File: src/core/area_sel_pkg.sv
`default_nettype none
package area_sel_pkg;
    // Register byte addresses on the control bus.
    localparam logic [7:0] OFF_WIDTH = 8'h00;
    localparam logic [7:0] OFF_ASTATE = 8'h04;
    localparam logic [7:0] OFF_WCE = 8'h08;
    localparam logic [7:0] OFF_WSETUP = 8'h0C;
    localparam logic [7:0] OFF_DIR = 8'h10;
    localparam logic [7:0] OFF_SELCTL = 8'h14;
    localparam logic [7:0] OFF_MODE = 8'h18;
    localparam logic [7:0] OFF_STATUS = 8'h1C;
    // Field positions.
    localparam int WS_LO_POS = 0;
    localparam int WS_HI_POS = 1;
    localparam int WC_POS = 4;
    localparam int MODE_WIDE_POS = 0;
    localparam int MODE_ROM_POS = 1;
    localparam int MODE_EXP_POS = 2;
    // Reset values.
    localparam logic [7:0] WIDTH_RST = 8'hFF;
    localparam logic [7:0] ASTATE_RST = 8'hFF;
    localparam logic [7:0] WCE_RST = 8'hFF;
    localparam logic [7:0] WSETUP_RST = 8'h33;
    localparam logic [3:0] DIR_ROM_OFF_RST = 4'h1;
    localparam logic [3:0] DIR_ROM_ON_RST = 4'h0;
    localparam logic [3:0] SELCTL_RST = 4'h0;
    // Address map.
    localparam int ADDR_W = 24;
    localparam int NAREA = 8;
    localparam logic [23:0] SMALL_SPAN_MASK = 24'h0FFFFF;
    localparam logic [23:0] ONCHIP_LO_DEF = 24'hFFEF10;
    // Bus response codes.
    localparam logic [1:0] RESP_OKAY = 2'h0;
    localparam logic [1:0] RESP_SLVERR = 2'h2;
    typedef enum logic [1:0] {
        WAIT_PROG = 2'b00,
        WAIT_NONE = 2'b01,
        WAIT_PIN1 = 2'b10,
        WAIT_AUTO = 2'b11
    } wait_scheme_t;
    typedef enum logic [2:0] {
        MODE_TWO_STATE = 3'b000,
        MODE_PIN0 = 3'b001,
        MODE_PROG = 3'b010,
        MODE_NOWAIT = 3'b011,
        MODE_PIN1 = 3'b100,
        MODE_AUTO = 3'b101
    } area_mode_t;
endpackage
`default_nettype wire

File: src/core/area_cfg_if.sv
`default_nettype none
interface area_cfg_if;
    logic [7:0] area_width_bit;
    logic [7:0] area_three_state_bit;
    logic [7:0] area_wait_ctrl_on_bit;
    logic wait_scheme_hi;
    logic wait_scheme_lo;
    logic [3:0] low_dir;
    logic [3:0] high_enable;
    logic [7:0] area_hit;
    logic external;
    modport regs (output area_width_bit, area_three_state_bit,
        area_wait_ctrl_on_bit, wait_scheme_hi, wait_scheme_lo, low_dir,
        high_enable, input area_hit, external);
    modport decode (input area_width_bit, area_three_state_bit,
        area_wait_ctrl_on_bit, wait_scheme_hi, wait_scheme_lo, low_dir,
        high_enable, output area_hit, external);
endinterface
`default_nettype wire

File: src/core/area_decoder.sv
`default_nettype none
module area_decoder (
    // Address of the current access
    input wire logic [23:0] addr,
    input wire logic access_active,
    input wire logic wide_space,
    input wire logic rom_enabled,
    input wire logic [23:0] onchip_lo,
    input wire logic [23:0] rom_hi,
    // Results
    area_cfg_if.decode cfg
);
    logic [2:0] area_idx;
    logic onchip;
    logic onchip_hit;
    logic in_small;
    // Area index is the top three bits of the active span.
    assign in_small = (addr & ~area_sel_pkg::SMALL_SPAN_MASK) == 24'h000000;
    assign area_idx = wide_space ? addr[23:21] : addr[19:17];
    // The 1 MB map folds its on-chip window into the low megabyte.
    assign onchip_hit = wide_space ? addr >= onchip_lo
        : addr[19:0] >= onchip_lo[19:0];
    assign onchip = onchip_hit || (rom_enabled && addr <= rom_hi);
    assign cfg.external = access_active && !onchip
        && (wide_space || in_small);
    genvar g;
    generate
        for (g = 0; g < 8; g++) begin : g_hit
            assign cfg.area_hit[g] = cfg.external
                && (area_idx == 3'(g));
        end
    endgenerate
endmodule
`default_nettype wire

File: src/core/external_area_select_decode.sv
// Chosen here: the AXI4-Lite register port and the register addresses.
`default_nettype none
module external_area_select_decode (
    // Clock and reset
    input wire logic clock,
    input wire logic rst_n,
    // Mode straps
    input wire logic wide_space,
    input wire logic rom_enabled,
    input wire logic expanded,
    // Internal bus access
    input wire logic [23:0] bus_addr,
    input wire logic bus_active,
    input wire logic bus_word,
    input wire logic [23:0] rom_hi,
    // External wait pin, active low
    input wire logic ext_wait_n,
    // Select pins
    output logic [7:0] area_select_n_o,
    output logic [7:0] area_select_n_oe,
    // Access attributes of the current external access
    output logic [1:0] lane_en,
    output logic [1:0] access_states,
    output logic [2:0] wait_mode,
    output logic wait_pin0_hold,
    // AXI4-Lite slave
    input wire logic [7:0] s_awaddr,
    input wire logic s_awvalid,
    output logic s_awready,
    input wire logic [31:0] s_wdata,
    input wire logic [3:0] s_wstrb,
    input wire logic s_wvalid,
    output logic s_wready,
    output logic [1:0] s_bresp,
    output logic s_bvalid,
    input wire logic s_bready,
    input wire logic [7:0] s_araddr,
    input wire logic s_arvalid,
    output logic s_arready,
    output logic [31:0] s_rdata,
    output logic [1:0] s_rresp,
    output logic s_rvalid,
    input wire logic s_rready
);
    // Register values and decode results meet in one bundle.
    area_cfg_if cfg ();

    // ========================================================
    // Register storage
    logic [7:0] width_q;
    logic [7:0] astate_q;
    logic [7:0] wce_q;
    logic [7:0] wsetup_q;
    logic [3:0] dir_q;
    logic [3:0] selctl_q;
    logic dir_init_q;
    logic [7:0] aw_q;
    logic aw_have_q;
    logic w_have_q;
    logic [31:0] wd_q;
    logic [3:0] ws_q;
    logic do_write;
    logic aw_hit;
    logic wr_ok;
    // One strobe per register, so the storage processes stay short.
    logic wr_width;
    logic wr_astate;
    logic wr_wce;
    logic wr_wsetup;
    logic wr_dir;
    logic wr_selctl;

    assign cfg.area_width_bit = width_q;
    assign cfg.area_three_state_bit = astate_q;
    assign cfg.area_wait_ctrl_on_bit = wce_q;
    assign cfg.wait_scheme_hi = wsetup_q[area_sel_pkg::WS_HI_POS];
    assign cfg.wait_scheme_lo = wsetup_q[area_sel_pkg::WS_LO_POS];
    assign cfg.low_dir = dir_q;
    assign cfg.high_enable = selctl_q;

    area_decoder u_dec (
        .addr(bus_addr),
        .access_active(bus_active),
        .wide_space(wide_space),
        .rom_enabled(rom_enabled),
        .onchip_lo(area_sel_pkg::ONCHIP_LO_DEF),
        .rom_hi(rom_hi),
        .cfg(cfg)
    );

    // ========================================================
    // Write channel: address and data accepted in either order.
    // A new write is refused until the response has been taken, which
    // keeps a single write in flight at any time.
    assign s_awready = !aw_have_q && !s_bvalid;
    assign s_wready = !w_have_q && !s_bvalid;
    assign do_write = aw_have_q && w_have_q && !s_bvalid;
    assign aw_hit = aw_q == area_sel_pkg::OFF_WIDTH
        || aw_q == area_sel_pkg::OFF_ASTATE
        || aw_q == area_sel_pkg::OFF_WCE
        || aw_q == area_sel_pkg::OFF_WSETUP
        || aw_q == area_sel_pkg::OFF_DIR
        || aw_q == area_sel_pkg::OFF_SELCTL;
    // Only byte lane 0 carries register bits, so its strobe gates the write.
    assign wr_ok = do_write && aw_hit && ws_q[0];
    assign wr_width = wr_ok && aw_q == area_sel_pkg::OFF_WIDTH;
    assign wr_astate = wr_ok && aw_q == area_sel_pkg::OFF_ASTATE;
    assign wr_wce = wr_ok && aw_q == area_sel_pkg::OFF_WCE;
    assign wr_wsetup = wr_ok && aw_q == area_sel_pkg::OFF_WSETUP;
    assign wr_dir = wr_ok && aw_q == area_sel_pkg::OFF_DIR;
    assign wr_selctl = wr_ok && aw_q == area_sel_pkg::OFF_SELCTL;

    always_ff @(posedge clock or negedge rst_n) begin
        if (!rst_n) begin
            aw_have_q <= 1'b0;
            w_have_q <= 1'b0;
            aw_q <= 8'h00;
            wd_q <= 32'h00000000;
            ws_q <= 4'h0;
            s_bvalid <= 1'b0;
            s_bresp <= area_sel_pkg::RESP_OKAY;
        end else begin
            if (s_awvalid && s_awready) begin
                aw_have_q <= 1'b1;
                aw_q <= s_awaddr;
            end
            if (s_wvalid && s_wready) begin
                w_have_q <= 1'b1;
                wd_q <= s_wdata;
                ws_q <= s_wstrb;
            end
            if (do_write) begin
                aw_have_q <= 1'b0;
                w_have_q <= 1'b0;
                s_bvalid <= 1'b1;
                s_bresp <= aw_hit ? area_sel_pkg::RESP_OKAY
                    : area_sel_pkg::RESP_SLVERR;
            end else if (s_bready) begin
                s_bvalid <= 1'b0;
            end
        end
    end

    always_ff @(posedge clock or negedge rst_n) begin
        if (!rst_n) begin
            // Reset leaves every area narrow and slow until software sizes it.
            width_q <= area_sel_pkg::WIDTH_RST;
            astate_q <= area_sel_pkg::ASTATE_RST;
            wce_q <= area_sel_pkg::WCE_RST;
            wsetup_q <= area_sel_pkg::WSETUP_RST;
            selctl_q <= area_sel_pkg::SELCTL_RST;
        end else begin
            if (wr_width) width_q <= wd_q[7:0];
            if (wr_astate) astate_q <= wd_q[7:0];
            if (wr_wce) wce_q <= wd_q[7:0];
            if (wr_wsetup) wsetup_q <= wd_q[7:0];
            if (wr_selctl) selctl_q <= wd_q[3:0];
        end
    end

    // Direction bits take their strap-dependent value on the first edge
    // after reset release, since a strap must not feed an async reset.
    always_ff @(posedge clock or negedge rst_n) begin
        if (!rst_n) begin
            dir_q <= area_sel_pkg::DIR_ROM_ON_RST;
            dir_init_q <= 1'b0;
        end else if (!dir_init_q) begin
            dir_init_q <= 1'b1;
            dir_q <= (expanded && !rom_enabled)
                ? area_sel_pkg::DIR_ROM_OFF_RST
                : area_sel_pkg::DIR_ROM_ON_RST;
        end else if (wr_dir) begin
            dir_q <= wd_q[3:0];
        end
    end

    // ========================================================
    // Read channel, one cycle after the address is taken.
    // An unmapped offset returns zero data with an error response.
    // Status mirrors the live selects, so it means something only while
    // an access is held on the bus.
    logic [31:0] rd_d;
    logic rd_hit;
    assign s_arready = !s_rvalid;
    assign rd_hit = s_araddr <= area_sel_pkg::OFF_STATUS
        && s_araddr[1:0] == 2'b00;
    always_comb begin
        rd_d = 32'h00000000;
        if (s_araddr == area_sel_pkg::OFF_WIDTH) rd_d[7:0] = width_q;
        else if (s_araddr == area_sel_pkg::OFF_ASTATE) rd_d[7:0] = astate_q;
        else if (s_araddr == area_sel_pkg::OFF_WCE) rd_d[7:0] = wce_q;
        else if (s_araddr == area_sel_pkg::OFF_WSETUP) rd_d[7:0] = wsetup_q;
        else if (s_araddr == area_sel_pkg::OFF_DIR) rd_d[3:0] = dir_q;
        else if (s_araddr == area_sel_pkg::OFF_SELCTL) rd_d[3:0] = selctl_q;
        else if (s_araddr == area_sel_pkg::OFF_MODE) begin
            rd_d[area_sel_pkg::MODE_WIDE_POS] = wide_space;
            rd_d[area_sel_pkg::MODE_ROM_POS] = rom_enabled;
            rd_d[area_sel_pkg::MODE_EXP_POS] = expanded;
        end else if (s_araddr == area_sel_pkg::OFF_STATUS) begin
            rd_d[7:0] = ~area_select_n_o;
            rd_d[10:8] = wait_mode;
        end
    end
    always_ff @(posedge clock or negedge rst_n) begin
        if (!rst_n) begin
            s_rvalid <= 1'b0;
            s_rdata <= 32'h00000000;
            s_rresp <= area_sel_pkg::RESP_OKAY;
        end else if (s_arvalid && s_arready) begin
            s_rvalid <= 1'b1;
            s_rdata <= rd_d;
            s_rresp <= rd_hit ? area_sel_pkg::RESP_OKAY
                : area_sel_pkg::RESP_SLVERR;
        end else if (s_rready) begin
            s_rvalid <= 1'b0;
        end
    end

    // ========================================================
    // Select pins are combinational from the address so external SRAM
    // sees them in the same cycle as the address.
    assign area_select_n_o = ~cfg.area_hit;
    // Drive enables come from registers, never from the decode, so a pin
    // that neither software nor the strap-dependent reset value has enabled cannot glitch onto the board.
    assign area_select_n_oe[3:0] = cfg.low_dir;
    assign area_select_n_oe[7:4] = cfg.high_enable;

    // ========================================================
    // Attributes of the current external access.
    logic [2:0] idx;
    logic hit_any;
    logic area_narrow;
    logic area_three;
    logic area_wctl;
    logic [1:0] scheme;
    always_comb begin
        idx = 3'd0;
        for (int i = 0; i < 8; i++) begin
            if (cfg.area_hit[i]) idx = 3'(i);
        end
    end
    assign hit_any = cfg.external;
    assign area_narrow = cfg.area_width_bit[idx];
    assign area_three = cfg.area_three_state_bit[idx];
    assign area_wctl = cfg.area_wait_ctrl_on_bit[idx];
    assign scheme = {cfg.wait_scheme_hi, cfg.wait_scheme_lo};
    // A byte access in a 16-bit area picks its lane from address bit 0:
    // even bytes travel on the upper lane, odd bytes on the lower one.
    assign lane_en = !hit_any ? 2'b11
        : area_narrow ? 2'b10
        : (bus_word ? 2'b11 : {!bus_addr[0], bus_addr[0]});
    assign access_states = (hit_any && area_three) ? 2'd3 : 2'd2;
    // The shared scheme field only matters where the wait controller is on.
    assign wait_mode = !hit_any || !area_three
        ? area_sel_pkg::MODE_TWO_STATE
        : !area_wctl ? area_sel_pkg::MODE_PIN0
        : scheme == area_sel_pkg::WAIT_PROG ? area_sel_pkg::MODE_PROG
        : scheme == area_sel_pkg::WAIT_NONE ? area_sel_pkg::MODE_NOWAIT
        : scheme == area_sel_pkg::WAIT_PIN1 ? area_sel_pkg::MODE_PIN1
        : area_sel_pkg::MODE_AUTO;

    // ========================================================
    // Wait pin: three-stage synchroniser, change accepted once stages
    // two and three agree, then sampled on the falling edge.
    // The settled level costs four cycles of latency, the price of never
    // letting a metastable value reach the falling-edge sampler.
    logic [2:0] wsync_q;
    logic wait_level_q;
    logic wait_fall_q;
    always_ff @(posedge clock or negedge rst_n) begin
        if (!rst_n) begin
            wsync_q <= 3'b111;
            wait_level_q <= 1'b1;
        end else begin
            wsync_q <= {wsync_q[1:0], ext_wait_n};
            if (wsync_q[1] == wsync_q[2]) wait_level_q <= wsync_q[2];
        end
    end
    always_ff @(negedge clock or negedge rst_n) begin
        if (!rst_n) begin
            wait_fall_q <= 1'b1;
        end else begin
            wait_fall_q <= wait_level_q;
        end
    end
    assign wait_pin0_hold = (wait_mode == area_sel_pkg::MODE_PIN0)
        && !wait_fall_q;
endmodule
`default_nettype wire

File: config.mk
export PLATFORM = sky130hd
export DESIGN_NAME = external_area_select_decode
export DESIGN_NICKNAME = d
export VERILOG_FILES = /design/src/core/area_sel_pkg.sv /design/src/core/area_cfg_if.sv /design/src/core/area_decoder.sv /design/src/core/external_area_select_decode.sv
export SDC_FILE = /design/constraint.sdc
export NUM_CORES = 1
export LEC_CHECK = 0
export ABC_AREA = 1
export BUFFER_PORTS_ARGS = -buffer_cell sky130_fd_sc_hd__buf_4
export CAP_MARGIN = 20
export CORE_UTILIZATION = 47
export CTS_BUF_LIST = sky130_fd_sc_hd__clkbuf_8
export DETAILED_ROUTE_END_ITERATION = 8
export PLACE_DENSITY = 0.84
export SYNTH_ARGS = -nofsm -noshare
export SYNTH_HDL_FRONTEND = slang
export SYNTH_SLANG_ARGS = --single-unit
File: constraint.sdc
create_clock -name clock -period 3.2 [get_ports clock]
set_input_delay 0.48 -clock clock [delete_from_list [all_inputs] [get_ports clock]]
set_output_delay 0.48 -clock clock [all_outputs]
set_load 0.02 [all_outputs]
==> run summary <==
The clock arrives with 0.0351 ns of skew. The largest net degree at the start of global routing came out at just under 80. The number of levels in the clock H-tree is 3. The detail-routed via count per cell came out at between 5 and 6. The total CTS buffers is 9. The die is 105 um wide. TritonCTS built the clock tree. The vertical die dimension is about 100 um. The count of final hold-check violations came out at 0. The number of remaining DRC errors came out at 0. For this design the ratio of total power to cell area is 438 nW/um2. The fill cell instance count of the final layout came out at approximately 930. The synthesized instance count came out at 646. The worst reg2reg path depth came out at 0. The number of distinct library cell variants in the gate-level netlist after synthesis came out at 40. After detailed routing, the average wire length per cell comes to 13.4 um.

Cells with a size suffix above 1 make up 30.1% of the layout. The routed wire length is roughly 12000 um. The leakage power figure came out at around 0.0032 uW.

The worst pin sits at a relative slew slack of 37.6%. The final-report setup violation count is 0. The number of iterations in the first detailed-routing pass came out at 6. The primary flip-flop cell chosen by synthesis mapping is sky130_fd_sc_hd__dfrtp_1. STA classifies the critical path endpoint as an output port. The count of vias placed by the detailed router is between 4k and 5k.

The clock network latency to the later pin of the worst-skew pair came out at ~0.38 ns. The area growth from synthesis to final layout is 27.8%. The global-route wire length before repair is slightly above 20000 um.

The share of flip-flops with an asynchronous set or reset after synthesis is 100%. The number of synthesis warnings is 0. The cell area after synthesis is slightly below 5000 um2. The root buffer cell chosen for the clock tree is sky130_fd_sc_hd__clkbuf_8. The area of the core came out at just over 10000 um2. Power comes to around 2800 uW. The class of the most critical setup path is reg2out. The die covers 11000 um2. The synthesized design spends more area on one cell type than any other, namely sky130_fd_sc_hd__dfrtp_1. The number of nets in the final layout is 919.

The count of antenna diodes in the layout came out at 0. The max-capacitance violation count is 0. The number of pins exceeding their max-slew limit in the final report is 0.

The fraction of the yosys area taken by sequential cells came out at about two fifths. The run finished with clean final reports. The actual transition at the worst max-transition pin came out at about 0.94 ns. The worst hold path belongs to the class in2reg. The number of DRC markers in iteration 0 came out at 345. STA classifies the critical path startpoint as a register. The share of the synthesized area in the top cell type is a little under a quarter. The congestion estimate from routability-driven global placement came to between 0.8 and 0.9. The post-route antenna net violation count is 0.

After clock tree synthesis, the clock-pin slew on the worst setup and hold paths is 0.08 ns. The row count is 37. The aggregate global routing overflow is 0.

The CTS sink count is 80. The number of port buffers is around 130. The maximum root-to-sink buffer count is 2. The number of global-route vias before repair came out at ~4.4k. The top-level I/O count came out at approximately 180. The cell area after placement came out at 5970 um2. The detailed-placement wirelength estimate is 9630 um. The design area is about 6300 um2. The arrival time reported for the critical path endpoint came out at ~2.7 ns. The starting utilization of the core area is 48.3%. VDD sags by at most roughly 0.00050 V. Along the worst hold path, the cell count comes to 1. After synthesis, the cell types taking the most area are sky130_fd_sc_hd__dfrtp_1 (24%), sky130_fd_sc_hd__dfstp_2 (17%), sky130_fd_sc_hd__nand2_1 (12%).

The overall track demand over capacity in global routing is between 20% and 30%. The worst endpoint required time is 2.72 ns. The mean area per synthesized cell came out at approximately 7.7 um2.

The highest net fanout along the worst path is 1. The initial antenna violation count came out at 0. The number of flops mapped to enable cells by yosys came out at 0.

The flop and latch count out of synthesis is 80.
## layout by cell type, fill, tap and decap left out, types with 7 or more instances in the layout
cell / instances
sky130_fd_sc_hd__buf_4: 135
sky130_fd_sc_hd__nand3_2: 7
sky130_fd_sc_hd__nor3_1: 14
sky130_fd_sc_hd__nor2_1: 49
sky130_fd_sc_hd__nand2_1: 153
sky130_fd_sc_hd__dfstp_2: 33
sky130_fd_sc_hd__nand3_1: 26
sky130_fd_sc_hd__nand4_1: 17
sky130_fd_sc_hd__inv_2: 7
sky130_fd_sc_hd__nand2_2: 7
sky130_fd_sc_hd__o21ai_1: 12
sky130_fd_sc_hd__conb_1: 25
sky130_fd_sc_hd__dfrtp_1: 47
sky130_fd_sc_hd__o21ai_0: 52
sky130_fd_sc_hd__a21oi_1: 37
sky130_fd_sc_hd__clkbuf_8: 11
sky130_fd_sc_hd__ha_1: 20
sky130_fd_sc_hd__inv_1: 83
## metrics by stage
| step | setup TNS [ns] | hold WS [ns] | cells | utilization [%] | setup slack, ns |
|---|---|---|---|---|---|
| floorplan | 0 | 0.184 | 669 | - | 0.349 |
| global placement | 0 | 0.286 | 902 | 58.0 | 0.128 |
| detailed placement | 0 | 0.285 | 902 | 58.0 | 0.0884 |
| CTS | 0 | 0.221 | 919 | 60.2 | 0.0292 |
| global route | -0.132 | 0.214 | 923 | 61.7 | -0.0399 |
| finish | 0 | 0.232 | 923 | 61.7 | 0.0368 |
## flip-flops by register name, indices dropped and copies added, names as in the netlist, 3 cells and up
register / count
cfg.low_dir: 4
wsync_q: 3
aw_q: 8
cfg.area_wait_ctrl_on_bit: 8
wd_q: 8
cfg.area_width_bit: 8
s_rdata: 11
astate_q: 8
cfg.high_enable: 4
wsetup_q: 8
## logic make-up after synthesis
group / after synthesis / share of synthesized area [%]
mux: 5 / 1.13
fa+ha+maj: 25 / 6.25
other cells: 2 / 0.151
compound gates: 110 / 11.5
simple gates: 296 / 27.7
buf+inv: 128 / 12.1
flops: 80 / 41.2
## metal layers
layer  GRT usage [%]  routed length (um)  vias to the layer above  share of wire [%]
met5               0                   0                        -                  0
met4            7.24                 157                        0                1.3
met3            4.55                 768                       15                6.2
met2            38.6                5910                      178                 48
met1            31.4                5550                     2147                 45
li1                -                   -                     2313                  -
## critical path, stage by stage, from the launching register on
cell	delay, ns
sky130_fd_sc_hd__dfstp_2	0.51
sky130_fd_sc_hd__nor3_2	0.04
sky130_fd_sc_hd__buf_4	0.15
## final timing paths
kind                                           from               endpoint  slack (ns)
setup / recovery              wait_fall_q$_DFF_NN1_         wait_pin0_hold        0.04
hold / removal                           ext_wait_n   wsync_q[0]$_DFF_PN1_        0.23
setup reg to reg           wait_level_q$_DFFE_PN1N_  wait_fall_q$_DFF_NN1_        1.03
hold reg to reg                wsync_q[0]$_DFF_PN1_   wsync_q[1]$_DFF_PN1_        0.36
max in group asynchronous                     rst_n  wait_fall_q$_DFF_NN1_        0.97
min in group asynchronous                     rst_n    wd_q[6]$_DFFE_PN0P_        0.45
## power breakdown
part / switching (uW) / internal, uW / total (uW)
combinational: 485 / 289 / 774
clock: 374 / 411 / 785
sequential: 63.7 / 1150 / 1220
total: 923 / 1850 / 2770
## synthesized netlist by cell type, drive strengths merged, types with 2 or more instances
| cell type | number |
|---|---|
| dfrtp | 47 |
| clkbuf | 8 |
| nor3 | 17 |
| dfstp | 33 |
| or2 | 3 |
| nor2 | 55 |
| nand2 | 164 |
| buf | 28 |
| nand4 | 17 |
| a21o | 2 |
| nand3 | 37 |
| nor4 | 2 |
| conb | 2 |
| inv | 91 |
| ha | 24 |
| o21ai | 65 |
| a21oi | 38 |
| mux2 | 5 |
## repair_timing
action,in CTS,in global routing
endpoints found under the setup margin,0,6
hold buffers,1,0
buffers inserted,0,4
resized for setup,0,21
hold endpoints to repair,1,0
## cell type report
class	count	area [um2]	share of cell area (%)
clock buffers	11	151	2.39
well taps	136	170	2.68
flip-flops and latches	80	2040	32.2
multi-input cells	461	2510	39.6
repair buffers	138	1050	16.6
inverters	91	344	5.43
clock inverters	6	67.6	1.07
(Power assumes the default switching activity.)
